**config.mk**
```make
export PLATFORM = sky130hd
export DESIGN_NAME = fdr_top
export DESIGN_NICKNAME = d
export VERILOG_FILES = /design/src/fdr_pkg.sv /design/src/fdr_top.sv
export VERILOG_INCLUDE_DIRS = /design/src
export SDC_FILE = /design/constraint.sdc
export NUM_CORES = 1
export LEC_CHECK = 0
export BUFFER_PORTS_ARGS = -buffer_cell sky130_fd_sc_hd__buf_2
export CAP_MARGIN = 25
export CORE_ASPECT_RATIO = 0.75
export CORE_MARGIN = 1.5
export CORE_UTILIZATION = 26
export CTS_CLUSTER_DIAMETER = 60
export DETAILED_ROUTE_END_ITERATION = 16
export PLACE_DENSITY = 0.46
export SLEW_MARGIN = 30
export SYNTH_ARGS = -nofsm -noshare
export SYNTH_HDL_FRONTEND = slang
export SYNTH_SLANG_ARGS = --single-unit
```
**constraint.sdc**
```tcl
create_clock -name pclk -period 2.9 [get_ports pclk]
set_clock_uncertainty 0.1 [all_clocks]
set_input_delay 0.58 -clock pclk [delete_from_list [all_inputs] [get_ports pclk]]
set_output_delay 0.58 -clock pclk [all_outputs]
set_load 0.005 [all_outputs]
```
**src/fdr_cfg.svh**
```systemverilog
// constants of the fault diagnostic reporter: offsets, fields, resets, timing
// assumes a 10 MHz pclk and an APB master with 32-bit data
// Notes on behaviour
// - status bit 15 is the common fault flag, set when any fault bit is set
// - serial output shows the common fault flag as soon as strobe goes low, with either word selected; the detail word's first bit then gives 0
// - fault bits latch; cleared only after a serial read with clear inhibit low, or by a supply reset
// - detail register: per-switch drain-source and bootstrap faults plus overspeed flag
// - non-critical diagnostics can each be suppressed by a mask bit
// - serial output can carry a divided copy of the system clock
// - report pin is open drain: pulls low only, high by external pull-up
// - select 0: pin low while any fault present or latched
// - select 1: pin carries speed tach, high while motor stationary
// - select 2: group pulses, pin high with no fault
// - select 3: group pulses on fault, speed tach when fault free
// - select 2: demand detector holds last value while pin is low
// - low times: undervoltage 2.5 s, temperature 2 s, short 1 s, lock 1.5 s
// - pulse modes: pin high 1 s between low periods, except system error
// - ranks lock 1 to system 5; only the highest group is reported
// - system error holds the pin low continuously in selects 0, 2 and 3
// - fault to group mapping; serial error, supply reset, warning are no fault
// - power-on-reset state or serial read with inhibit low clears latched state
// - supply reset or gate regulator undervoltage force all gate drives off
// - loss of synchronisation sets the sync lost bit, feeding motor lock
`ifndef FDR_CFG_SVH
`define FDR_CFG_SVH
`define FDR_OFS_CTRL    8'h00
`define FDR_OFS_MASK    8'h04
`define FDR_OFS_STATUS  8'h08
`define FDR_OFS_DETAIL  8'h0C
`define FDR_OFS_REPORT  8'h10
`define FDR_CTRL_RST    32'h0000_0000
`define FDR_MASK_RST    7'h00
`define FDR_CTRL_SEL_LO 0
`define FDR_CTRL_INH    2
`define FDR_CTRL_CKEN   3
`define FDR_CTRL_DIV_LO 8
`define FDR_MSK_TW      0
`define FDR_MSK_OT      1
`define FDR_MSK_BBUV    2
`define FDR_MSK_BSUV    3
`define FDR_MSK_DSOV    4
`define FDR_MSK_LOCK    5
`define FDR_MSK_OSPD    6
`define FDR_ST_FF       15
`define FDR_ST_SYS      14
`define FDR_ST_SER      13
`define FDR_ST_BBPOR    12
`define FDR_ST_BBUV     11
`define FDR_ST_LRUV     10
`define FDR_ST_GRUV     9
`define FDR_ST_BSUV     8
`define FDR_ST_TW       7
`define FDR_ST_OT       6
`define FDR_ST_DSOV     5
`define FDR_ST_LOCK     4
`define FDR_ST_OSPD     3
`define FDR_DT_DSOV_LO  0
`define FDR_DT_BSUV_LO  6
`define FDR_DT_OSPD     12
`define FDR_CLK_HZ      10000000
`define FDR_TICK_MS     100
`define FDR_T_UV_MS     2500
`define FDR_T_OT_MS     2000
`define FDR_T_SD_MS     1000
`define FDR_T_LK_MS     1500
`define FDR_T_HIGH_MS   1000
`define FDR_WORD_BITS   16
`endif

```
**src/fdr_pkg.sv**
```systemverilog
// types of the fault diagnostic reporter
// assumes fdr_cfg.svh holds the numbers
package fdr_pkg;
    typedef enum logic [1:0] {
        FDR_IDLE = 2'b00,
        FDR_LOW  = 2'b01,
        FDR_HIGH = 2'b11
    } fdr_pulse_t;
    typedef enum logic [2:0] {
        FDR_G_NONE = 3'h0,
        FDR_G_LOCK = 3'h1,
        FDR_G_SD   = 3'h2,
        FDR_G_OT   = 3'h3,
        FDR_G_UV   = 3'h4,
        FDR_G_SYS  = 3'h5
    } fdr_group_t;
endpackage

```
**src/fdr_top.sv**
```systemverilog
// fault diagnostic reporter: fault latches, serial status, report pin, gate off
// assumes all inputs synchronous to pclk and an APB master for the registers
`timescale 1ns/1ps
`include "fdr_cfg.svh"
module fdr_top import fdr_pkg::*; #(
    parameter int SWITCHES = 6,                   // bridge switches
    parameter int TICK_CYC = `FDR_CLK_HZ / 1000 * `FDR_TICK_MS, // cycles per tick
    parameter int DIV_W    = 4                    // clock divider field width
) (
    input  wire logic                pclk,           // system clock
    input  wire logic                presetn,        // async reset, active low
    input  wire logic                psel,           // apb select
    input  wire logic                penable,        // apb enable
    input  wire logic                pwrite,         // apb direction
    input  wire logic [7:0]          paddr,          // apb byte address
    input  wire logic [31:0]         pwdata,         // apb write data
    output logic      [31:0]         prdata,         // apb read data
    output logic                     pready,         // apb ready
    output logic                     pslverr,        // apb error
    input  wire logic                sys_err,        // system error
    input  wire logic                serial_err,     // serial error
    input  wire logic                bridge_supply_por, // bridge supply reset
    input  wire logic                bridge_supply_uv,  // bridge supply undervoltage
    input  wire logic                logic_regulator_uv, // logic regulator uv
    input  wire logic                gate_regulator_uv,  // gate regulator uv
    input  wire logic [SWITCHES-1:0] bootstrap_uv,   // per-switch bootstrap uv
    input  wire logic                temp_warn,      // temperature warning
    input  wire logic                over_temp,      // overtemperature
    input  wire logic [SWITCHES-1:0] drain_source_voltage_ov, // per-switch overvoltage
    input  wire logic                sync_lost,      // loss of synchronisation
    input  wire logic                over_speed,     // speed above max level
    input  wire logic                speed_tach_signal, // tach square wave
    input  wire logic                motor_stopped,  // motor stationary
    input  wire logic                serial_strobe_n, // serial strobe, active low
    input  wire logic                serial_clk,     // serial shift clock
    input  wire logic                serial_word_sel, // 0 status, 1 detail
    input  wire logic                link_transmit_input, // pwm demand input
    output logic                     serial_data_out, // serial output
    output logic                     fault_report_pin_o,    // pin drive value
    output logic                     fault_report_pin_oe_n, // low while pulling
    output logic                     gate_drive_off, // all gate drives low
    output logic                     demand_level,   // held demand input level
    output logic                     common_fault_flag // status bit 15
);
    localparam int TW = $clog2(25 * TICK_CYC + 1);
    localparam logic [TW-1:0] T_TICK = TW'(TICK_CYC);
    localparam logic [TW-1:0] C_UV = TW'(`FDR_T_UV_MS / `FDR_TICK_MS * TICK_CYC);
    localparam logic [TW-1:0] C_OT = TW'(`FDR_T_OT_MS / `FDR_TICK_MS * TICK_CYC);
    localparam logic [TW-1:0] C_SD = TW'(`FDR_T_SD_MS / `FDR_TICK_MS * TICK_CYC);
    localparam logic [TW-1:0] C_LK = TW'(`FDR_T_LK_MS / `FDR_TICK_MS * TICK_CYC);
    localparam logic [TW-1:0] C_HI = TW'(`FDR_T_HIGH_MS / `FDR_TICK_MS * TICK_CYC);

    if (SWITCHES != 6 || TICK_CYC < 1 || DIV_W < 1 || DIV_W > 8) begin : g_bad_params
        $error("fdr_top: unsupported parameters");
    end

    typedef struct packed {
        logic [31:0]         prdata;
        logic                pready;
        logic                pslverr;
        logic [1:0]          sel;
        logic                inhibit;
        logic                ck_en;
        logic [DIV_W-1:0]    div;
        logic [6:0]          mask;
        logic [15:0]         st_lat;
        logic [12:0]         dt_lat;
        logic [15:0]         shift;
        logic [15:0]         snap;
        logic                snap_dt;
        logic [4:0]          nbits;
        logic                sclk_q;
        logic                stb_q;
        logic [DIV_W-1:0]    div_cnt;
        logic                ck_q;
        logic                sdo;
        fdr_pulse_t          pst;
        fdr_group_t          grp;
        logic [TW-1:0]       tcnt;
        logic                pin_oe_n;
        logic                pin_o;
        logic                gate_off;
        logic                demand;
        logic                ff;
    } fdr_state_t;

    fdr_state_t s_r;
    fdr_state_t s_nxt;

    logic [15:0]         st_set;
    logic [12:0]         dt_set;
    logic [15:0]         st_word;
    logic [15:0]         dt_word;
    logic                ff_now;
    fdr_group_t          grp_now;
    logic [TW-1:0]       low_len;
    logic                want_low;
    logic                apb_acc;
    logic                mapped;
    logic [31:0]         rd_word;

    always_comb begin
        st_set = 16'h0000;
        st_set[`FDR_ST_SYS]   = sys_err;
        st_set[`FDR_ST_SER]   = serial_err;
        st_set[`FDR_ST_BBPOR] = bridge_supply_por;
        st_set[`FDR_ST_BBUV]  = bridge_supply_uv & ~s_r.mask[`FDR_MSK_BBUV];
        st_set[`FDR_ST_LRUV]  = logic_regulator_uv;
        st_set[`FDR_ST_GRUV]  = gate_regulator_uv;
        st_set[`FDR_ST_BSUV]  = |bootstrap_uv & ~s_r.mask[`FDR_MSK_BSUV];
        st_set[`FDR_ST_TW]    = temp_warn & ~s_r.mask[`FDR_MSK_TW];
        st_set[`FDR_ST_OT]    = over_temp & ~s_r.mask[`FDR_MSK_OT];
        st_set[`FDR_ST_DSOV]  = |drain_source_voltage_ov & ~s_r.mask[`FDR_MSK_DSOV];
        st_set[`FDR_ST_LOCK]  = sync_lost & ~s_r.mask[`FDR_MSK_LOCK];
        st_set[`FDR_ST_OSPD]  = over_speed & ~s_r.mask[`FDR_MSK_OSPD];
        dt_set[`FDR_DT_DSOV_LO +: 6] = s_r.mask[`FDR_MSK_DSOV] ? 6'h00
                                                               : drain_source_voltage_ov;
        dt_set[`FDR_DT_BSUV_LO +: 6] = s_r.mask[`FDR_MSK_BSUV] ? 6'h00 : bootstrap_uv;
        dt_set[`FDR_DT_OSPD]         = st_set[`FDR_ST_OSPD];

        ff_now  = (|s_r.st_lat[14:0]) | (|s_r.dt_lat);
        st_word = {ff_now, s_r.st_lat[14:0]};
        dt_word = {3'h0, s_r.dt_lat};

        grp_now = FDR_G_NONE;
        if (st_set[`FDR_ST_LOCK] | s_r.st_lat[`FDR_ST_LOCK])
            grp_now = FDR_G_LOCK;
        if (st_set[`FDR_ST_DSOV] | s_r.st_lat[`FDR_ST_DSOV])
            grp_now = FDR_G_SD;
        if (st_set[`FDR_ST_OT] | s_r.st_lat[`FDR_ST_OT])
            grp_now = FDR_G_OT;
        if (|(st_set[`FDR_ST_BBUV:`FDR_ST_BSUV] | s_r.st_lat[`FDR_ST_BBUV:`FDR_ST_BSUV]))
            grp_now = FDR_G_UV;
        if (st_set[`FDR_ST_SYS] | s_r.st_lat[`FDR_ST_SYS])
            grp_now = FDR_G_SYS;

        unique case (grp_now)
            FDR_G_UV:   low_len = C_UV;
            FDR_G_OT:   low_len = C_OT;
            FDR_G_SD:   low_len = C_SD;
            FDR_G_LOCK: low_len = C_LK;
            default:    low_len = T_TICK;
        endcase

        apb_acc = psel & penable & s_r.pready;
        mapped  = 1'b1;
        rd_word = 32'h0000_0000;
        unique case (paddr)
            `FDR_OFS_CTRL: begin
                rd_word[`FDR_CTRL_SEL_LO +: 2]     = s_r.sel;
                rd_word[`FDR_CTRL_INH]             = s_r.inhibit;
                rd_word[`FDR_CTRL_CKEN]            = s_r.ck_en;
                rd_word[`FDR_CTRL_DIV_LO +: DIV_W] = s_r.div;
            end
            `FDR_OFS_MASK:   rd_word[6:0]  = s_r.mask;
            `FDR_OFS_STATUS: rd_word[15:0] = st_word;
            `FDR_OFS_DETAIL: rd_word[15:0] = dt_word;
            `FDR_OFS_REPORT: rd_word[7:0]  = {s_r.gate_off, ~s_r.pin_oe_n, s_r.pst, 1'b0,
                                              s_r.grp};
            default:         mapped  = 1'b0;
        endcase

        s_nxt = s_r;

        // apb slave: no wait state, answer from data registered in the setup cycle
        s_nxt.pready  = psel & ~penable & ~s_r.pready;
        s_nxt.pslverr = psel & ~penable & ~s_r.pready & ~mapped;
        if (psel & ~penable & ~s_r.pready)
            s_nxt.prdata = pwrite ? 32'h0000_0000 : rd_word;
        if (apb_acc & pwrite & (paddr == `FDR_OFS_CTRL)) begin
            s_nxt.sel     = pwdata[`FDR_CTRL_SEL_LO +: 2];
            s_nxt.inhibit = pwdata[`FDR_CTRL_INH];
            s_nxt.ck_en   = pwdata[`FDR_CTRL_CKEN];
            s_nxt.div     = pwdata[`FDR_CTRL_DIV_LO +: DIV_W];
        end
        if (apb_acc & pwrite & (paddr == `FDR_OFS_MASK))
            s_nxt.mask = pwdata[6:0];

        // serial readback
        s_nxt.stb_q  = serial_strobe_n;
        s_nxt.sclk_q = serial_clk;
        if (serial_strobe_n) begin
            s_nxt.shift   = serial_word_sel ? dt_word : st_word;
            s_nxt.snap    = serial_word_sel ? dt_word : st_word;
            s_nxt.snap_dt = serial_word_sel;
            s_nxt.nbits   = 5'h00;
        end else if (serial_clk & ~s_r.sclk_q) begin
            s_nxt.shift = {s_r.shift[14:0], 1'b0};
            if (s_r.nbits != 5'(`FDR_WORD_BITS))
                s_nxt.nbits = s_r.nbits + 5'h01;
        end

        // read bits clear at strobe release; a new event still sets
        if (serial_strobe_n & ~s_r.stb_q & ~s_r.inhibit &
            (s_r.nbits == 5'(`FDR_WORD_BITS))) begin
            if (s_r.snap_dt)
                s_nxt.dt_lat = s_r.dt_lat & ~s_r.snap[12:0];
            else
                s_nxt.st_lat = s_r.st_lat & ~{1'b0, s_r.snap[14:0]};
        end
        if (bridge_supply_por) begin
            s_nxt.st_lat = 16'h0000;
            s_nxt.dt_lat = 13'h0000;
        end
        s_nxt.st_lat = s_nxt.st_lat | {1'b0, st_set[14:0]};
        s_nxt.dt_lat = s_nxt.dt_lat | dt_set;
        s_nxt.ff     = (|s_nxt.st_lat) | (|s_nxt.dt_lat);

        if (s_r.div_cnt >= s_r.div) begin
            s_nxt.div_cnt = '0;
            s_nxt.ck_q    = ~s_r.ck_q;
        end else begin
            s_nxt.div_cnt = s_r.div_cnt + DIV_W'(1);
        end
        if (s_r.ck_en)
            s_nxt.sdo = s_nxt.ck_q;
        else if (serial_strobe_n)
            s_nxt.sdo = st_word[`FDR_ST_FF] | serial_word_sel & dt_word[15];
        else
            s_nxt.sdo = s_nxt.shift[15];

        // pulse sequencer; idle closes each high phase
        s_nxt.tcnt = (s_r.tcnt != '0) ? s_r.tcnt - TW'(1) : '0;
        unique case (s_r.pst)
            FDR_IDLE: begin
                if (grp_now != FDR_G_NONE && grp_now != FDR_G_SYS) begin
                    s_nxt.pst  = FDR_LOW;
                    s_nxt.grp  = grp_now;
                    s_nxt.tcnt = low_len - TW'(1);
                end
            end
            FDR_LOW: begin
                if (s_r.tcnt == '0) begin
                    s_nxt.pst  = FDR_HIGH;
                    s_nxt.tcnt = C_HI - TW'(2);
                end
            end
            FDR_HIGH: begin
                if (s_r.tcnt == '0)
                    s_nxt.pst = FDR_IDLE;
            end
            default: s_nxt.pst = FDR_IDLE;
        endcase
        if (grp_now == FDR_G_SYS || grp_now == FDR_G_NONE || s_r.sel[1] == 1'b0) begin
            s_nxt.pst  = FDR_IDLE;
            s_nxt.grp  = grp_now;
            s_nxt.tcnt = '0;
        end

        unique case (s_r.sel)
            2'd0: want_low = grp_now != FDR_G_NONE;
            2'd1: want_low = ~speed_tach_signal & ~motor_stopped;
            2'd2: want_low = grp_now == FDR_G_SYS || s_nxt.pst == FDR_LOW;
            default: begin
                if (grp_now == FDR_G_NONE)
                    want_low = ~speed_tach_signal & ~motor_stopped;
                else
                    want_low = grp_now == FDR_G_SYS || s_nxt.pst == FDR_LOW;
            end
        endcase
        s_nxt.pin_oe_n = ~want_low;
        s_nxt.pin_o   = 1'b0;

        // in select 2, demand input is frozen while our own pin pulls the shared line low
        if (!(s_r.sel == 2'd2 && !s_r.pin_oe_n))
            s_nxt.demand = link_transmit_input;

        s_nxt.gate_off = bridge_supply_por | gate_regulator_uv;
    end

    always_ff @(posedge pclk or negedge presetn) begin
        if (!presetn) begin
            s_r          <= '0;
            s_r.sel      <= 2'(`FDR_CTRL_RST);
            s_r.pin_oe_n <= 1'b1;
            s_r.mask     <= `FDR_MASK_RST;
            s_r.stb_q    <= 1'b1;
            s_r.pst      <= FDR_IDLE;
            s_r.grp      <= FDR_G_NONE;
        end else begin
            s_r <= s_nxt;
        end
    end

    assign prdata                = s_r.prdata;
    assign pready                = s_r.pready;
    assign pslverr               = s_r.pslverr;
    assign serial_data_out       = s_r.sdo;
    assign fault_report_pin_o    = s_r.pin_o;
    assign fault_report_pin_oe_n = s_r.pin_oe_n;
    assign gate_drive_off        = s_r.gate_off;
    assign demand_level          = s_r.demand;
    assign common_fault_flag     = s_r.ff;
endmodule

```
# Word-level counts from Yosys, hierarchy flattened
# Cells that the tools add are included.
dict set report word_totals {
  output_inout_bits 40
  ff_bits 157
  input_bits 73
  wordCells 169
}
dict set report op_classes {
  reduce_logical 27
  bitwise 53
  order_cmp 1
  n_addsub 4
  muxes 40
  n_eq_ne 17
}
# cell n
set ops {}
lappend ops {{25-bit one-hot mux with 4 select lines} 1}
lappend ops {{16-bit two-way mux} 5}
lappend ops {{30-bit two-way mux} 2}
lappend ops {{29-bit two-way mux} 2}
lappend ops {{25-bit two-way mux} 2}
lappend ops {{25-bit one-hot mux with 2 select lines} 1}
lappend ops {{25-bit by 1-bit subtractor with 25-bit output, second input constant} 2}
lappend ops {{13-bit OR reduction} 2}
lappend ops {{25-bit zero test} 1}
lappend ops {{25-bit nonzero test} 1}
lappend ops {{1-bit AND} 20}
lappend ops {{4-bit one-hot mux with 5 select lines} 1}
lappend ops {{1-bit inverter} 19}
lappend ops {{16-bit AND} 1}
lappend ops {{8-bit by 4-bit equality test with 1-bit output, second input constant} 2}
lappend ops {{15-bit inverter with 16-bit output} 1}
lappend ops {{16-bit by 15-bit OR with 16-bit output} 1}
lappend ops {{16-bit OR reduction} 1}
lappend ops {{5-bit two-way mux} 3}
lappend ops {{15-bit OR reduction} 1}
lappend ops {{13-bit AND} 1}
lappend ops {{13-bit two-way mux} 1}
lappend ops {{13-bit inverter} 1}
lappend ops {{13-bit OR} 1}
lappend ops {{37 further kinds} 69}

# Logic depth before layout (Yosys ltp)
dict set report logic_depth {
  word_depth 19
  depth_mapped 9
  ltp_nobuf 8
}

# Worst setup path before layout
# OpenSTA, ideal clock, no wires.
dict set report synth_timing {
  path_type {in2reg}
  start {in bootstrap_uv[0]}
  end {reg s_r[13] (netlist name)}
  arrival_time_ns 2.434
  t_required_ns 2.696
  cell_stages 9
  n_path_buf 1
  path_slack_ns 0.262
  setup_ns 0.104
  path_cell_list {or4_4 o31ai_4 and2_2 buf_4 nand3_1 inv_1 ha_1 xor2_1 a221oi_1}
}
# element line
set synth_lines {}
lappend synth_lines {{from (decl)} fdr_top.sv:26} ;# input wire logic [SWITCHES-1:0] bootstrap_uv,
lappend synth_lines {{to (signal assigned)} fdr_top.sv:281} ;# s_r <= s_nxt;
lappend synth_lines {{to (decl)} fdr_top.sv:87} ;# fdr_state_t s_r;

==> impl_results.md <==
* Run status: complete, no violations
* Crit path arrival time at 2.90 ns
* Vias at 5867
* GR Overflow Total at 0
* Synth Warn # at 0
* First-pass detailed-route iteration total at 4
* Antenna-violating nets left at 0
* All-Layer GR Usage at between 10% and 20%
* VDD IR max at 0.284 mV
* Latest clock arrival within the worst-skew pair at ~0.43 ns
* Commonest cells in the netlist: dfrtp_1, nand2_1, a21oi_1, nor2_1, buf_4
* Max-cap violations at 0
* Cell breakdown of the critical path: inv_1, ha_1, and4bb_2, buf_4, nand3_1, a31o_2, or4_1, nor4_2, nand4_1
* Yosys top cell area share at between 40% and 50%
* Worst Path Required at 3.08 ns
* Pin count of the biggest net entering global routing at between 60 and 70
* Syn avg cell area at between 9 and 10 sq um
* TritonCTS Buffers at 17
* Routed WL at 22700 um
* Initial DRC count at between 400 and 500
* Leak pwr at 3.98 nW
* Flop pwr share at 44.6%
* Final Cycle Share at 93.9%
* Clock slew at reported path FFs at around 0.070 ns
* Busiest layer in global routing: met1
* Min-Delay Endpoint: s_r[42]$_DFF_PN0_
* Core box area at 0.0282 sq mm
* Reg2reg start: s_r[43]$_DFFE_PN0P_
* Critical hold path startpoint: serial_clk
* CP peak stage delay at between 0.5 and 0.6 ns
* Worst Reg2Reg Path Length in Cells at 9
* Post-synth top flop: dfrtp_1
* Initial antenna violation count at 1
* Area after DPL at between 0.008 and 0.009 sq mm
* Unique masters post-synth at 72
* Pins over their slew limit at 0
* Crit Path Class: register to register
* Register area share after synthesis at 47.2%
* FMAX at 367 MHz
* Met2 global-route usage at between 20% and 30%
* Synth Instances at 758
* RSZ-0062 raised after global routing: false
* # setup viols final at 0
* Combinational Power Share at between 10% and 20%
* Reg2Reg Setup Slack at 0.18 ns
* Die Y at 150 um
* Vias in the first global route at 5688
* Hold slack at 0.185 ns
* Synth top area cells: dfrtp_1, a21oi_1, mux2i_1
* # IOs at between 100 and 150
* Area grow syn2layout at 20.2%
* Maximum buffer depth of the clock tree at 2
* Hold Vio Cnt, Final at 0
* Power density cells at 546 mW/mm^2
* Post-Syn Area at about 0.0075 sq mm
* Yosys reg bits at approximately 140
* Global-route wire length before repair at 35000 um
* Met3 Use GR at under 10%
* Htree depth at 4
* DRC at 0
* Tmin final at 2.72 ns
* Net switching power at 1.39 mW
* Via/cell ratio at 4.71
* WHS Path Cells at 1
* Clock power share at 45.4%
* GP Congestion at 0.815
* Crit path max-delay cell type: or4_1
* Slew headroom at 58.0%
* Wire per inst at 18.3 um
* CTS tree: done
* TNS Setup at 0 ns
* Port Buffers at 74
* HPWL after DPL at about 17000 um
* Fin area at 0.00899 sq mm
* Pint at between 3 and 4 mW
* Initial Util at a little over a quarter
* Worst Max-Slew Pin Slew at 0.630 ns
* Die Wd at 199 um
* Total Power at ~4.9 mW
* Root buffer cell: clkbuf_16
* Sw Ratio at between 20 and 30%
* Critical path's top delay family: simple AND/OR/NAND/NOR gates
* Share of cells above drive strength 1 at 24.5%
* Post-CTS Setup Bufs at 0
* EDFF count, synth at 0
* Crit. End Element: register
* Clock sinks at roughly 140
* Post-synth ARST share at 100%
* Die area at 0.0298 sq mm
* Worst Hold Class: input port to register
* Most frequent cell after synthesis: dfrtp_1
* CP Buf/Inv Count at 2
* R2R Path End: common_fault_flag$_DFF_PN0_
* Final #Nets at 929
* # rows at 53
* Critical Path Source Type: register
* Largest area contributor in the netlist: dfrtp_1
* Worst Path Max Fanout at 9
* Met1 Use GR at between 20% and 30%
[state kept, by name (all words and copies together) (netlist names)]
| name | flops |
|---|---|
| s_r | 105 |
| prdata | 16 |
| dt_word | 13 |
| common_fault_flag | 1 |
| demand_level | 1 |
| fault_report_pin_oe_n | 1 |
| gate_drive_off | 1 |
| pready | 1 |
| pslverr | 1 |
| serial_data_out | 1 |
[worst reg2reg max path: cells and delay by family, from the launching register on]
kind | cells | cell delay (ns)
buf+inv | 2 | 0.27
fa+ha+maj | 1 | 0.13
simple gates | 5 | 1.39
flops | 1 | 0.42
compound gates | 1 | 0.27
[cell type report]
class / count / area [sq um]
Tap cell: 385 / 482
Fill cell: 2984 / 19200
Clock buffer: 17 / 425
Inverter: 25 / 93.8
Timing Repair Buffer: 124 / 779
Multi-Input combinational cell: 538 / 3500
Clock inverter: 15 / 179
Sequential cell: 141 / 3530
Antenna cell: 1 / 2.50
[through the flow]
step           std cells  setup WS [ns]  utilization (%)
2_1_floorplan        774          0.262                -
3_3_place_gp        1212         0.0168             29.7
6_report            1246          0.177             31.9
4_1_cts             1245         0.0827             31.9
3_5_place_dp        1212        -0.0109             29.7
5_1_grt             1245         0.0475             31.9
[logic make-up after synthesis]
family	share of synthesized area, %
other	0.0501
buffers and inverters	6.92
adders and majority gates	1.50
muxes	6.69
and+or+nand+nor	18.9
AOI/OAI and AO/OA	15.6
xor gates and xnor gates	3.16
DFF	47.2
[timing repair]
| item | CTS | global route |
|---|---|---|
| hold buffers | 1 | 0 |
| gates resized for setup | 0 | 1 |
| setup endpoints to repair | 0 | 1 |
| hold endpoints to repair | 31 | 0 |
[power groups by stage]
stage	clock, mW	combinational (mW)	sequential [mW]
3_3_place_gp	0	0.493	2.23
6_report	2.23	0.492	2.19
4_1_cts	2.30	0.500	2.19
3_5_place_dp	0	0.498	2.23
5_1_grt	2.37	0.561	2.21
2_1_floorplan	0	0.318	2.19
[how the worst max path moves through the flow]
stage                        startpoint  slack, ns  depth (start not counted)                          end
detailed placement      bootstrap_uv[0]      -0.01                          7  common_fault_flag$_DFF_PN0_
global route         s_r[102]$_DFF_PN0_       0.05                          8            s_r[13]$_DFF_PN0_
global placement        bootstrap_uv[0]       0.02                          7  common_fault_flag$_DFF_PN0_
finish              s_r[43]$_DFFE_PN0P_       0.18                          9  common_fault_flag$_DFF_PN0_
CTS                 s_r[43]$_DFFE_PN0P_       0.08                          8  common_fault_flag$_DFF_PN0_
floorplan               bootstrap_uv[0]       0.26                          9            s_r[13]$_DFF_PN0_
[cells in the final DEF, fill, tap and decap left out, types with 8 or more instances in the layout]
cell type,netlist,final
a211oi_1,13,13
a21o_1,8,8
a21oi_1,60,60
and2_1,15,15
buf_2,6,73
buf_4,35,47
clkbuf_16,0,17
conb_1,1,17
dfrtp_1,139,139
ha_1,9,9
inv_1,25,25
mux2_2,16,16
mux2i_1,29,29
nand2_1,62,62
nand2b_1,9,9
nand3_1,25,24
nor2_1,60,60
nor2b_1,12,12
nor3_1,10,10
nor4_1,19,19
o21ai_0,34,34
xnor2_1,14,14
xor2_1,13,13
[metal layers]
metal / part of all wire [%] / wire length [um] / up-vias
li1: - / - / 2856
met1: 54 / 12300 / 2840
met2: 39 / 8760 / 161
met3: 6.4 / 1460 / 10
met4: 0.74 / 168 / 0
met5: 0 / 0 / -
No activity file was read; power rests on OpenSTA's default activity.
